===== config.mk =====
export PLATFORM = sky130hd
export DESIGN_NAME = dma_controller
export DESIGN_NICKNAME = d
export VERILOG_FILES = /design/src/hw/dma_pkg.sv /design/src/hw/dma_chan_regs.sv /design/src/hw/dma_req_arbiter.sv /design/src/hw/dma_controller.sv
export SDC_FILE = /design/constraint.sdc
export NUM_CORES = 1
export LEC_CHECK = 0
export BUFFER_PORTS_ARGS = -buffer_cell sky130_fd_sc_hd__buf_2
export CAP_MARGIN = 20
export CORE_MARGIN = 2
export CORE_UTILIZATION = 55
export DETAILED_ROUTE_END_ITERATION = 10
export MAX_ROUTING_LAYER = met4
export PLACE_DENSITY_LB_ADDON = 0.15
export SYNTH_ARGS = -nofsm -noshare
export SYNTH_HDL_FRONTEND = slang
export SYNTH_HIERARCHICAL = 1
export SYNTH_SLANG_ARGS = --single-unit

===== constraint.sdc =====
create_clock -name CLK_SYS -period 3.8 [get_ports CLK_SYS]
set_clock_uncertainty 0.05 [all_clocks]
set_input_delay 1.14 -clock CLK_SYS [delete_from_list [all_inputs] [get_ports CLK_SYS]]
set_output_delay 1.14 -clock CLK_SYS [all_outputs]
set_load 0.02 [all_outputs]

===== src/hw/dma_pkg.sv =====
// shared constants and types of the four-channel dma controller
package dma_pkg;

  localparam int NUM_CH = 4;

  // host port offsets on the four address lines
  localparam logic [3:0] OFS_STATUS       = 4'h8;
  localparam logic [3:0] OFS_COMMAND      = 4'h8;
  localparam logic [3:0] OFS_SINGLE_MASK  = 4'ha;
  localparam logic [3:0] OFS_MODE         = 4'hb;
  localparam logic [3:0] OFS_CLEAR_PTR    = 4'hc;
  localparam logic [3:0] OFS_MASTER_CLEAR = 4'hd;
  localparam logic [3:0] OFS_CLEAR_MASK   = 4'he;
  localparam logic [3:0] OFS_ALL_MASK     = 4'hf;

  // address line roles for channel register accesses
  localparam int ADDR_BANK_BIT = 3;
  localparam int ADDR_CH_MSB   = 2;
  localparam int ADDR_CH_LSB   = 1;
  localparam int ADDR_SEL_BIT  = 0;

  // command register fields
  localparam int CMD_DISABLE_BIT    = 2;
  localparam int CMD_COMPRESSED_BIT = 3;
  localparam int CMD_EXT_WRITE_BIT  = 5;
  localparam int CMD_REQ_LOW_BIT    = 6;
  localparam int CMD_GRANT_HIGH_BIT = 7;

  // single mask write fields
  localparam int SMASK_SET_BIT = 2;

  // reset values
  localparam logic [7:0]  CMD_RESET   = 8'h00;
  localparam logic [3:0]  MASK_RESET  = 4'hf;
  localparam logic [3:0]  FLAGS_RESET = 4'h0;
  localparam logic [15:0] WORD_RESET  = 16'h0000;
  localparam logic [7:0]  BYTE_ZERO   = 8'h00;

  // transfer types held in the mode field
  localparam logic [1:0] XFER_VERIFY = 2'b00;
  localparam logic [1:0] XFER_WRITE  = 2'b01;
  localparam logic [1:0] XFER_READ   = 2'b10;

  // count and address boundaries
  localparam logic [15:0] COUNT_LAST   = 16'h0000;
  localparam logic [15:0] WORD_ONE     = 16'h0001;
  localparam logic [7:0]  ADDR_LOW_MAX = 8'hff;
  localparam logic [7:0]  ADDR_LOW_MIN = 8'h00;

  typedef struct packed {
    logic [15:0] addr;
    logic [15:0] count;
  } chan_state_t;

  typedef struct packed {
    logic [1:0] op_sel;
    logic       dec;
    logic       autoinit;
    logic [1:0] xfer;
  } mode_t;

  typedef struct packed {
    logic       we;
    logic       sel_count;
    logic       hi;
    logic [7:0] data;
  } host_wr_t;

  localparam mode_t MODE_RESET = '0;

endpackage


===== src/hw/dma_chan_regs.sv =====
// base and current address and count registers of one channel
`timescale 1ns/10ps
module dma_chan_regs
  import dma_pkg::*;
(
  input  wire logic  clk,
  input  wire logic  rst,
  input  host_wr_t   host_wr,
  input  wire logic  step,
  input  wire logic  step_dec,
  input  wire logic  reload,
  output chan_state_t cur
);

  chan_state_t base_reg;
  chan_state_t base_next;
  chan_state_t cur_reg;
  chan_state_t cur_next;

  always_comb begin
    base_next = base_reg;
    cur_next  = cur_reg;
    if (host_wr.we) begin
      if (host_wr.sel_count && host_wr.hi) begin
        base_next.count[15:8] = host_wr.data;
        cur_next.count[15:8]  = host_wr.data;
      end else if (host_wr.sel_count) begin
        base_next.count[7:0] = host_wr.data;
        cur_next.count[7:0]  = host_wr.data;
      end else if (host_wr.hi) begin
        base_next.addr[15:8] = host_wr.data;
        cur_next.addr[15:8]  = host_wr.data;
      end else begin
        base_next.addr[7:0] = host_wr.data;
        cur_next.addr[7:0]  = host_wr.data;
      end
    end else if (step && reload) begin
      cur_next = base_reg;
    end else if (step) begin
      cur_next.addr  = step_dec ? cur_reg.addr - WORD_ONE : cur_reg.addr + WORD_ONE;
      cur_next.count = cur_reg.count - WORD_ONE;
    end
  end

  always_ff @(posedge clk or posedge rst) begin
    if (rst) begin
      base_reg <= '0;
      cur_reg  <= '0;
    end else begin
      base_reg <= base_next;
      cur_reg  <= cur_next;
    end
  end

  assign cur = cur_reg;

endmodule // dma_chan_regs


===== src/hw/dma_req_arbiter.sv =====
// request polarity, masking and fixed priority pick
`timescale 1ns/10ps
module dma_req_arbiter
  import dma_pkg::*;
(
  input  wire logic [3:0] raw_req,
  input  wire logic       req_low,
  input  wire logic [3:0] mask,
  input  wire logic       ctrl_off,
  output logic      [3:0] active,
  output logic      [3:0] pending,
  output logic            any,
  output logic      [1:0] pick
);

  genvar i;
  generate
    for (i = 0; i < NUM_CH; i++) begin : g_req
      assign active[i]  = raw_req[i] ^ req_low;
      assign pending[i] = active[i] & ~mask[i] & ~ctrl_off;
    end
  endgenerate

  assign any = |pending;

  always_comb begin
    pick = 2'h0;
    if (pending[0]) pick = 2'h0;
    else if (pending[1]) pick = 2'h1;
    else if (pending[2]) pick = 2'h2;
    else if (pending[3]) pick = 2'h3;
  end

endmodule // dma_req_arbiter


===== src/hw/dma_controller.sv =====
// four-channel dma controller: host programming port and bus handoff
`timescale 1ns/10ps
// Behaviour
// - low address lines pick channel and register
// - byte pointer selects low or high byte
// - writes load base and current; reads current
// - accept programming whenever hold grant inactive
// - enabled unmasked request served despite partial rewrite
// - hold request while any valid request pending
// - on grant drive address, data, strobes
// - first transfer: high address via data bus
// - refresh high latch only on carry/borrow
// - selectable polarity of requests and grants
// - write one/two clocks, read two/one clocks
// - write strobe ends no later than read
// - pointer toggles per channel register access, cleared by command
// - transfers equal count plus one, wrap signals end
// - base copies never readable by host
module dma_controller
  import dma_pkg::*;
(
  input  wire logic       CLK_SYS,
  input  wire logic       RST,
  input  wire logic       CS_N,
  input  wire logic [3:0] ADDR_LO_IN,
  output logic      [7:0] ADDR_LO_OUT,
  output logic            ADDR_LO_OE,
  input  wire logic [7:0] DB_IN,
  output logic      [7:0] DB_OUT,
  output logic            DB_OE,
  input  wire logic       IO_READ_STROBE_N_IN,
  output logic            IO_READ_STROBE_N_OUT,
  output logic            IO_READ_STROBE_OE,
  input  wire logic       IO_WRITE_STROBE_N_IN,
  output logic            IO_WRITE_STROBE_N_OUT,
  output logic            IO_WRITE_STROBE_OE,
  output logic            MEMORY_READ_STROBE_N,
  output logic            MEMORY_WRITE_STROBE_N,
  output logic            MEMORY_STROBE_OE,
  output logic            HOLD_REQUEST_OUT,
  input  wire logic       HOLD_GRANT_IN,
  input  wire logic [3:0] CHANNEL_REQUEST_IN,
  output logic      [3:0] CHANNEL_GRANT_OUT,
  output logic            HIGH_ADDRESS_STROBE,
  output logic            ADDRESS_DRIVE_ENABLE,
  output logic            END_OF_PROCESS
);

  typedef enum logic [2:0] {ST_IDLE, ST_WAIT_GRANT, ST_S1, ST_S2, ST_S3, ST_S4} xfer_state_t;

  // host strobe edge detection
  logic        ior_prev_reg;
  logic        ior_prev_next;
  logic        iow_prev_reg;
  logic        iow_prev_next;
  logic        host_ok;
  logic        rd_start;
  logic        wr_start;
  logic        chan_access;
  logic [1:0]  host_ch;
  logic        host_sel_count;

  // programming state
  logic        ptr_reg;
  logic        ptr_next;
  logic [7:0]  cmd_reg;
  logic [7:0]  cmd_next;
  logic [3:0]  mask_reg;
  logic [3:0]  mask_next;
  logic [3:0]  flags_reg;
  logic [3:0]  flags_next;
  mode_t       mode_reg [NUM_CH];
  mode_t       mode_next [NUM_CH];
  logic [7:0]  rd_byte;
  logic        master_clear;

  // transfer state
  xfer_state_t state_reg;
  xfer_state_t state_next;
  logic [1:0]  act_ch_reg;
  logic [1:0]  act_ch_next;
  logic [7:0]  db_out_reg;
  logic [7:0]  db_out_next;
  logic        eop_reg;
  logic        eop_next;

  // channel and arbiter wiring
  chan_state_t cur [NUM_CH];
  host_wr_t    host_wr [NUM_CH];
  logic [3:0]  step_vec;
  logic [3:0]  active;
  logic [3:0]  pending;
  logic        any_pending;
  logic [1:0]  pick;
  chan_state_t act_cur;
  mode_t       act_mode;
  logic [15:0] addr_step;
  logic        carry;
  logic        tc;
  logic        cont;
  logic        owning;
  logic        compressed;
  logic        rd_phase;
  logic        wr_phase;
  logic [3:0]  grant_vec;

  assign host_ok        = ~CS_N & ~HOLD_GRANT_IN;
  assign rd_start       = host_ok & ~IO_READ_STROBE_N_IN & ior_prev_reg;
  assign wr_start       = host_ok & ~IO_WRITE_STROBE_N_IN & iow_prev_reg;
  assign chan_access    = ~ADDR_LO_IN[ADDR_BANK_BIT];
  assign host_ch        = ADDR_LO_IN[ADDR_CH_MSB:ADDR_CH_LSB];
  assign host_sel_count = ADDR_LO_IN[ADDR_SEL_BIT];
  assign master_clear   = wr_start & (ADDR_LO_IN == OFS_MASTER_CLEAR);
  assign ior_prev_next  = IO_READ_STROBE_N_IN;
  assign iow_prev_next  = IO_WRITE_STROBE_N_IN;

  assign act_cur    = cur[act_ch_reg];
  assign act_mode   = mode_reg[act_ch_reg];
  assign addr_step  = act_mode.dec ? act_cur.addr - WORD_ONE : act_cur.addr + WORD_ONE;
  assign carry      = act_mode.dec ? (act_cur.addr[7:0] == ADDR_LOW_MIN) : (act_cur.addr[7:0] == ADDR_LOW_MAX);
  assign tc         = (state_reg == ST_S4) & (act_cur.count == COUNT_LAST);
  assign compressed = cmd_reg[CMD_COMPRESSED_BIT];
  assign owning     = (state_reg == ST_S1) | (state_reg == ST_S2) | (state_reg == ST_S3) | (state_reg == ST_S4);

  genvar g;
  generate
    for (g = 0; g < NUM_CH; g++) begin : g_chan
      assign host_wr[g].we        = wr_start & chan_access & (host_ch == 2'(g));
      assign host_wr[g].sel_count = host_sel_count;
      assign host_wr[g].hi        = ptr_reg;
      assign host_wr[g].data      = DB_IN;
      assign step_vec[g]          = (state_reg == ST_S4) & (act_ch_reg == 2'(g));
      assign grant_vec[g]         = owning & (act_ch_reg == 2'(g));

      dma_chan_regs u_chan (
        .clk      (CLK_SYS),
        .rst      (RST),
        .host_wr  (host_wr[g]),
        .step     (step_vec[g]),
        .step_dec (mode_reg[g].dec),
        .reload   (mode_reg[g].autoinit & (cur[g].count == COUNT_LAST)),
        .cur      (cur[g])
      );
    end
  endgenerate

  dma_req_arbiter u_arb (
    .raw_req  (CHANNEL_REQUEST_IN),
    .req_low  (cmd_reg[CMD_REQ_LOW_BIT]),
    .mask     (mask_reg),
    .ctrl_off (cmd_reg[CMD_DISABLE_BIT]),
    .active   (active),
    .pending  (pending),
    .any      (any_pending),
    .pick     (pick)
  );

  // host read data: current copies only, status, otherwise zero
  always_comb begin
    rd_byte = BYTE_ZERO;
    if (chan_access && host_sel_count) begin
      rd_byte = ptr_reg ? cur[host_ch].count[15:8] : cur[host_ch].count[7:0];
    end else if (chan_access) begin
      rd_byte = ptr_reg ? cur[host_ch].addr[15:8] : cur[host_ch].addr[7:0];
    end else if (ADDR_LO_IN == OFS_STATUS) begin
      rd_byte = {active, flags_reg};
    end
  end

  // programming registers
  always_comb begin
    ptr_next   = ptr_reg;
    cmd_next   = cmd_reg;
    mask_next  = mask_reg;
    flags_next = flags_reg;
    for (int i = 0; i < NUM_CH; i++) begin
      mode_next[i] = mode_reg[i];
    end
    if ((rd_start || wr_start) && chan_access) begin
      ptr_next = ~ptr_reg;
    end
    if (rd_start && (ADDR_LO_IN == OFS_STATUS)) begin
      flags_next = FLAGS_RESET;
    end
    if (wr_start) begin
      unique case (ADDR_LO_IN)
        OFS_COMMAND:      cmd_next = DB_IN;
        OFS_SINGLE_MASK:  mask_next[DB_IN[1:0]] = DB_IN[SMASK_SET_BIT];
        OFS_MODE:         mode_next[DB_IN[1:0]] = DB_IN[7:2];
        OFS_CLEAR_PTR:    ptr_next = 1'b0;
        OFS_CLEAR_MASK:   mask_next = 4'h0;
        OFS_ALL_MASK:     mask_next = DB_IN[3:0];
        OFS_MASTER_CLEAR: begin
          ptr_next   = 1'b0;
          cmd_next   = CMD_RESET;
          mask_next  = MASK_RESET;
          flags_next = FLAGS_RESET;
        end
        default: ;
      endcase
    end
    if (tc) begin
      flags_next[act_ch_reg] = 1'b1;
      if (!act_mode.autoinit) begin
        mask_next[act_ch_reg] = 1'b1;
      end
    end
  end

  always_ff @(posedge CLK_SYS or posedge RST) begin
    if (RST) begin
      ior_prev_reg <= 1'b1;
      iow_prev_reg <= 1'b1;
      ptr_reg      <= 1'b0;
      cmd_reg      <= CMD_RESET;
      mask_reg     <= MASK_RESET;
      flags_reg    <= FLAGS_RESET;
      for (int i = 0; i < NUM_CH; i++) begin
        mode_reg[i] <= MODE_RESET;
      end
    end else begin
      ior_prev_reg <= ior_prev_next;
      iow_prev_reg <= iow_prev_next;
      ptr_reg      <= ptr_next;
      cmd_reg      <= cmd_next;
      mask_reg     <= mask_next;
      flags_reg    <= flags_next;
      for (int i = 0; i < NUM_CH; i++) begin
        mode_reg[i] <= mode_next[i];
      end
    end
  end

  // continue a demand burst while the same request stays valid
  assign cont = ~tc & pending[act_ch_reg] & HOLD_GRANT_IN;

  // transfer sequencer
  always_comb begin
    state_next  = state_reg;
    act_ch_next = act_ch_reg;
    db_out_next = db_out_reg;
    eop_next    = 1'b0;
    if (rd_start) begin
      db_out_next = rd_byte;
    end
    unique case (state_reg)
      ST_IDLE: begin
        if (any_pending) begin
          state_next  = ST_WAIT_GRANT;
          act_ch_next = pick;
        end
      end
      ST_WAIT_GRANT: begin
        if (!any_pending) begin
          state_next = ST_IDLE;
        end else if (HOLD_GRANT_IN) begin
          state_next  = ST_S1;
          act_ch_next = pick;
          db_out_next = cur[pick].addr[15:8];
        end else begin
          act_ch_next = pick;
        end
      end
      ST_S1: begin
        state_next = compressed ? ST_S3 : ST_S2;
      end
      ST_S2: begin
        state_next = ST_S3;
      end
      ST_S3: begin
        state_next = ST_S4;
      end
      ST_S4: begin
        eop_next = tc;
        if (cont && carry) begin
          state_next  = ST_S1;
          db_out_next = addr_step[15:8];
        end else if (cont) begin
          state_next = compressed ? ST_S3 : ST_S2;
        end else begin
          state_next = ST_IDLE;
        end
      end
    endcase
    if (master_clear) begin
      state_next = ST_IDLE;
    end
  end

  always_ff @(posedge CLK_SYS or posedge RST) begin
    if (RST) begin
      state_reg  <= ST_IDLE;
      act_ch_reg <= 2'h0;
      db_out_reg <= BYTE_ZERO;
      eop_reg    <= 1'b0;
    end else begin
      state_reg  <= state_next;
      act_ch_reg <= act_ch_next;
      db_out_reg <= db_out_next;
      eop_reg    <= eop_next;
    end
  end

  // strobe phases: read S2..S3 normal or S3 compressed, write S3 or S2..S3 extended
  assign rd_phase = ((state_reg == ST_S2) & ~compressed) | (state_reg == ST_S3);
  assign wr_phase = ((state_reg == ST_S2) & cmd_reg[CMD_EXT_WRITE_BIT]) | (state_reg == ST_S3);

  assign HOLD_REQUEST_OUT      = any_pending | (state_reg == ST_WAIT_GRANT) | owning;
  assign ADDRESS_DRIVE_ENABLE  = owning;
  assign HIGH_ADDRESS_STROBE   = (state_reg == ST_S1);
  assign ADDR_LO_OUT           = act_cur.addr[7:0];
  assign ADDR_LO_OE            = owning;
  assign DB_OUT                = db_out_reg;
  assign DB_OE                 = (host_ok & ~IO_READ_STROBE_N_IN & ~ior_prev_reg) | (state_reg == ST_S1);
  assign IO_READ_STROBE_N_OUT  = ~(rd_phase & (act_mode.xfer == XFER_WRITE));
  assign IO_WRITE_STROBE_N_OUT = ~(wr_phase & (act_mode.xfer == XFER_READ));
  assign MEMORY_READ_STROBE_N  = ~(rd_phase & (act_mode.xfer == XFER_READ));
  assign MEMORY_WRITE_STROBE_N = ~(wr_phase & (act_mode.xfer == XFER_WRITE));
  assign IO_READ_STROBE_OE     = owning;
  assign IO_WRITE_STROBE_OE    = owning;
  assign MEMORY_STROBE_OE      = owning;
  assign CHANNEL_GRANT_OUT     = cmd_reg[CMD_GRANT_HIGH_BIT] ? grant_vec : ~grant_vec;
  assign END_OF_PROCESS        = eop_reg;

endmodule // dma_controller


# Word-level counts from Yosys, hierarchy flattened

Index checks and enable logic that the tools add are counted.

Add/subtract/negate cells: 14
Magnitude comparators: 9
Equal/unequal tests: 47
Muxes and demuxes: 83
Bitwise operators: 80
Reduce and logical (&&, ||, !) cells: 66

Operators by type and width:

| kind                  | number |
|---|---|
| $mux 32               | 18 |
| $bmux 32 s2           | 3 |
| $sub 16x1->16 const B | 9 |
| $mux 16               | 7 |
| $mux 8                | 14 |
| $add 16x1->16 const B | 5 |
| $logic_not 16->1      | 5 |
| $reduce_and 4->1      | 16 |
| $ne 2x2->1 const B    | 24 |
| $and 1x1->1           | 41 |
| $mux 4                | 10 |
| $pmux 8 s2            | 2 |
| $eq 4x4->1 const B    | 7 |
| $bwmux 24             | 1 |
| $reduce_and 2->1      | 12 |
| $reduce_and 3->1      | 8 |
| $mux 3                | 7 |
| $not 1->1             | 20 |
| $pmux 3 s6            | 1 |
| $pmux 4 s4            | 1 |
| $bmux 6 s2            | 1 |
| $demux 6 s2           | 1 |
| $ge 3x3->1 const B    | 4 |
| $logic_and 1x1->1     | 12 |
| 30 further kinds      | 70 |

Flip-flop bits (word level): 313
Input bits: 22
Output and inout port bits: 33
Word-level logic and storage cells: 357

# Depth between registers and ports, before layout

Depth after elaboration: 14
Gate-level depth with buffers: 13
Mapped depth without buffers: 10

# By module

The synthesis kept the hierarchy.

By module, submodules not included:

| module                                | times used | cells an instance | area each (µm²) | sequential area each (µm²) |
|---|---|---|---|---|
| dma_chan_regs at g_chan[0].u_chan ... | 2          | 453               | 3950.0          | 1601.5 |
| dma_chan_regs at g_chan[2].u_chan ... | 2          | 447               | 3943.8          | 1601.5 |
| dma_controller                        | 1          | 496               | 5016.1          | 1158.6 |
| dma_req_arbiter                       | 1          | 25                | 185.2           | 0.0 |

# Worst setup path after synthesis

OpenSTA, ideal clock, no wires.

Path type: input -> register
Start: input port HOLD_GRANT_IN
End: register g_chan[2].u_chan.cur_reg (netlist bit g_chan[2].u_chan/cur[16])
Setup time: 0.134 ns
Arrival: 3.739 ns
Data required time: 3.616 ns
Setup slack: -0.123 ns
Stages on the path: 10
Path buffers: 3
Cells stage by stage: clkbuf_1 or4b_2 clkbuf_1 nor3_1 inv_1 nor3_2 nor2_1 clkbuf_1 a21oi_1 o22ai_1

RTL lines:

| item                 | RTL line             | RTL |
|---|---|---|
| start, declared      | dma_controller.sv:41 | `input wire logic HOLD_GRANT_IN,` |
| end signal, assigned | dma_chan_regs.sv:51  | `cur_reg <= cur_next;` |
| end, declared        | dma_chan_regs.sv:17  | `chan_state_t cur_reg;` |

# Worst setup path after layout

Start: input port CHANNEL_REQUEST_IN[3]
End: output port HOLD_REQUEST_OUT

Cells in the longest elaborated chain, start to end: 6

RTL lines:

| item                     | RTL line              | RTL |
|---|---|---|
| start, declared          | dma_controller.sv:42  | `input wire logic [3:0] CHANNEL_REQUEST_IN,` |
| $xor 1x1->1              | dma_req_arbiter.sv:19 | `assign active[i] = raw_req[i] ^ req_low;` |
| $and 1x1->1 (2 in a row) | dma_req_arbiter.sv:20 | `assign pending[i] = active[i] & ~mask[i] & ~ctrl_off;` |
| $reduce_or 4->1          | dma_req_arbiter.sv:24 | `assign any = \|pending;` |
| net any_pending          | dma_controller.sv:93  | `logic any_pending;` |
| $or 1x1->1 (2 in a row)  | dma_controller.sv:308 | `assign HOLD_REQUEST_OUT = any_pending \| (state_reg == ST_WAIT_GRANT) \| owning;` |
| end, declared            | dma_controller.sv:40  | `output logic HOLD_REQUEST_OUT,` |

The timed path passes the listed nets, and every way through them passes these cells.

==> run_results.csv <==
group,metric,value,unit
status,outcome,"complete, no violations",
clock_tree,hold_buffers,0,
timing,fmax,0.2755,GHz
drt,vias_per_cell,6.585,
worst_setup_path,worstReg2RegStart,"act_ch_reg[0]$_DFFE_PP0P_",
timing,post-route-period-util,95.53,%
drt,drt_pass1_iterations,6,
timing,tightestPinTransition,1034,ps
floorplanning,dieHeight,199.4,um
pwr,max-vdd-ir-drop,426.7,uV
final_layout,layout_common_cells,"356 x nand2_1, 294 x dfrtp_1, 206 x nor2_1",
synth,syn_nets,2421,
timing,report.final.slew_viol_count,0,
timing,whs,369.0,ps
final_layout,final_layout_size_suffix_gt1_share,21.11,%
global_routing,overflow,0,
floorplanning,initial_utilization,55.72,%
drt,drtIter0Drc,1879,
global_routing,grt_pass1_wl,114.8,mm
drt,vias,19850,
final_layout,area_growth,15.32,%
global_routing,antenna_found_initial,2,
clock_tree,cts_made_buffers,37,
worst_setup_path,cp.arrival,2440,ps
synth,ys_warn_count,6,
final_layout,fin_nets,2575,
clock_tree,clock-sinks,302,
flow_run,maxCapViolations,0,
final_layout,fin_util,64.26,%
synth,yosysUniqueCellTypes,97,
pwr,p_per_area,549.4,nW/um^2
synth,syn_area_per_cell,9.043,um^2
drt,drc,0,
clock_tree,cts_max_level,2,
timing,rsz0062_at_grt,"no",
timing,setup_viol,0,
timing,finalHoldViolCount,0,
floorplanning,die_area,39740,um^2
global_routing,grt_max_degree,65,
final_layout,fin_area,24200,um^2
worst_setup_path,cp.required,2610,ps
synth,async_reset_ff_share,100.0,%
placed_design,port_buffers,54,
final_layout,num-fill-cells,3178,
synth,ys_ff_latch,302,
global_routing,grt_usage,39.67,%
placed_design,place.gp.congestion,1.015,
synth,ys.flop_type,"dfrtp_1",
final_layout,final_common_cell,"nand2_1",
drt,wl,75.27,mm
drt,ant_nets,0,
synth,synth_edf_count,0,
timing,period_needed,3630,ps
pwr,cellLeakagePower,10.79,nW
floorplanning,core_area,37670,um^2
placed_design,hpwl,56.28,mm
clock_tree,clk-insertion-delay-late,560,ps
hold_path,hp-class,"flop to flop",
floorplanning,ios,55,
timing,max_slew_margin,31.04,%
worst_setup_path,endpoint_kind,"primary output",
global_routing,grt_pass1_vias,18970,
worst_setup_path,startpoint,"CHANNEL_REQUEST_IN[3]",
hold_path,worstHoldStart,"mode_reg[8]$_DFFE_PP0P_",
clock_tree,clkTransAtPathRegs,60,ps
worst_setup_path,critical_path.max_fanout,3,
worst_setup_path,start_kind,"input port",
drt,wire_per_inst,24.97,um
timing,setup_tns,0,ps
floorplanning,die_w,199.4,um
clock_tree,cts_tree,"yes",
worst_setup_path,path_class,"input port to primary output",
synth,postSynthCellCount,2321,
pwr,power,13.30,mW
synth,syn_area,20990,um^2
clock_tree,clockBufferDepth,3,
floorplanning,placement_rows,71,
synth,seq_area_frac_synth,36.04,%
clock_tree,cts-root-buf,"clkbuf_16",
placed_design,place_area,22840,um^2
where the power goes:
part,leakage [nW],switching (mW),internal (mW)
registers,3.99,0.905,3.69
clock network,0.665,1.49,2.48
logic,6.13,2.66,2.06
worst paths after layout:
path / end / slack (ps) / cells past startpoint
max: HOLD_REQUEST_OUT / 170 / 7
min reg2reg: mask_reg[2]$_DFF_PP1_ / 370 / 1
max in group asynchronous: iow_prev_reg$_DFF_PP1_ / 2250 / 3
min in group asynchronous: g_chan[3].u_chan/cur[30]$_DFFE_PP0P_ / 750 / 2
max reg2reg: DB_OUT[7]$_DFF_PP0_ / 390 / 9
min: mask_reg[2]$_DFF_PP1_ / 370 / 1
metrics by stage:
| step | setup slack, ps | cells |
|---|---|---|
| 2_1_floorplan | 18.93 | 2321 |
| 3_3_place_gp | 50.83 | 2947 |
| 3_5_place_dp | -10.47 | 2947 |
| 4_1_cts | 42.49 | 3012 |
| 5_1_grt | 126.0 | 3014 |
| 6_report | 169.8 | 3014 |
worst max-delay path: stages:
cell and delay (ps):
buf_2 130, xnor2_1 330, o22ai_1 130, nand2b_1 150, nand2_1 100, or2_2 290, buf_2 160
logic make-up after synthesis:
group / after synthesis / share of synthesized area (%)
DFF: 302 / 36.04
and+or+nand+nor: 844 / 19.21
buffers and inverters: 184 / 3.851
muxes: 168 / 12.08
AOI/OAI and AO/OA: 657 / 20.27
xor gates and xnor gates: 88 / 3.744
adders and majority gates: 78 / 4.793
cells in the mapped netlist (all sizes together), types with 7 or more instances:
| cell | n | area, um^2 |
|---|---|---|
| o22ai | 24 | 150.1 |
| nor2b | 19 | 126.4 |
| dfrtp | 296 | 7407 |
| o21ai | 186 | 957.2 |
| nor2 | 209 | 789.5 |
| clkbuf | 70 | 305.3 |
| nor3 | 57 | 342.8 |
| nor3b | 9 | 77.57 |
| inv | 70 | 262.8 |
| nand2b | 26 | 162.7 |
| o21bai | 7 | 52.55 |
| or3 | 12 | 77.57 |
| a221o | 9 | 92.59 |
| nand4 | 15 | 93.84 |
| nand3 | 44 | 255.2 |
| a21boi | 7 | 52.55 |
| mux2 | 93 | 1047 |
| mux2i | 16 | 160.2 |
| and3 | 8 | 55.05 |
| a21oi | 167 | 843.3 |
| o211ai | 44 | 335.3 |
| nor4b | 10 | 123.9 |
| nand3b | 10 | 75.07 |
| buf | 44 | 240.2 |
| nor4 | 30 | 230.2 |
| ha | 74 | 925.9 |
| o31ai | 23 | 186.4 |
| a211oi | 36 | 270.3 |
| a31oi | 37 | 246.5 |
| and2 | 17 | 106.4 |
| xnor2 | 65 | 569.3 |
| or2 | 7 | 43.80 |
| nand2 | 358 | 1349 |
| a21o | 13 | 97.59 |
| mux4 | 59 | 1329 |
| a222oi | 8 | 80.08 |
| o221ai | 12 | 105.1 |
| xor2 | 23 | 216.5 |
| a221oi | 19 | 197.7 |
metal layers:
metal	up-vias	track usage (%)	share of wire, %
li1	8897	-	-
met5	-	-	0
met3	207	6.920	9.7
met4	0	18.35	5.0
met1	9641	53.27	41
met2	1102	58.82	44
timing repair:
item / 4_1_cts / 5_1_grt
resized for setup: 0 / 1
setup endpoints to repair: 0 / 4
setup buffers: 0 / 0
area by class of cell:
cell class	instances	area, um^2	area share (%)
diodes	2	5.005	0.02068
clock buffers	49	1082	4.471
clock inverters	16	279.0	1.153
inverters	70	262.8	1.086
multi-input cells	1835	12650	52.25
flip-flops and latches	302	7567	31.26
well taps	511	639.4	2.642
repair buffers	229	1722	7.113
No activity file was read; power rests on OpenSTA's default activity.
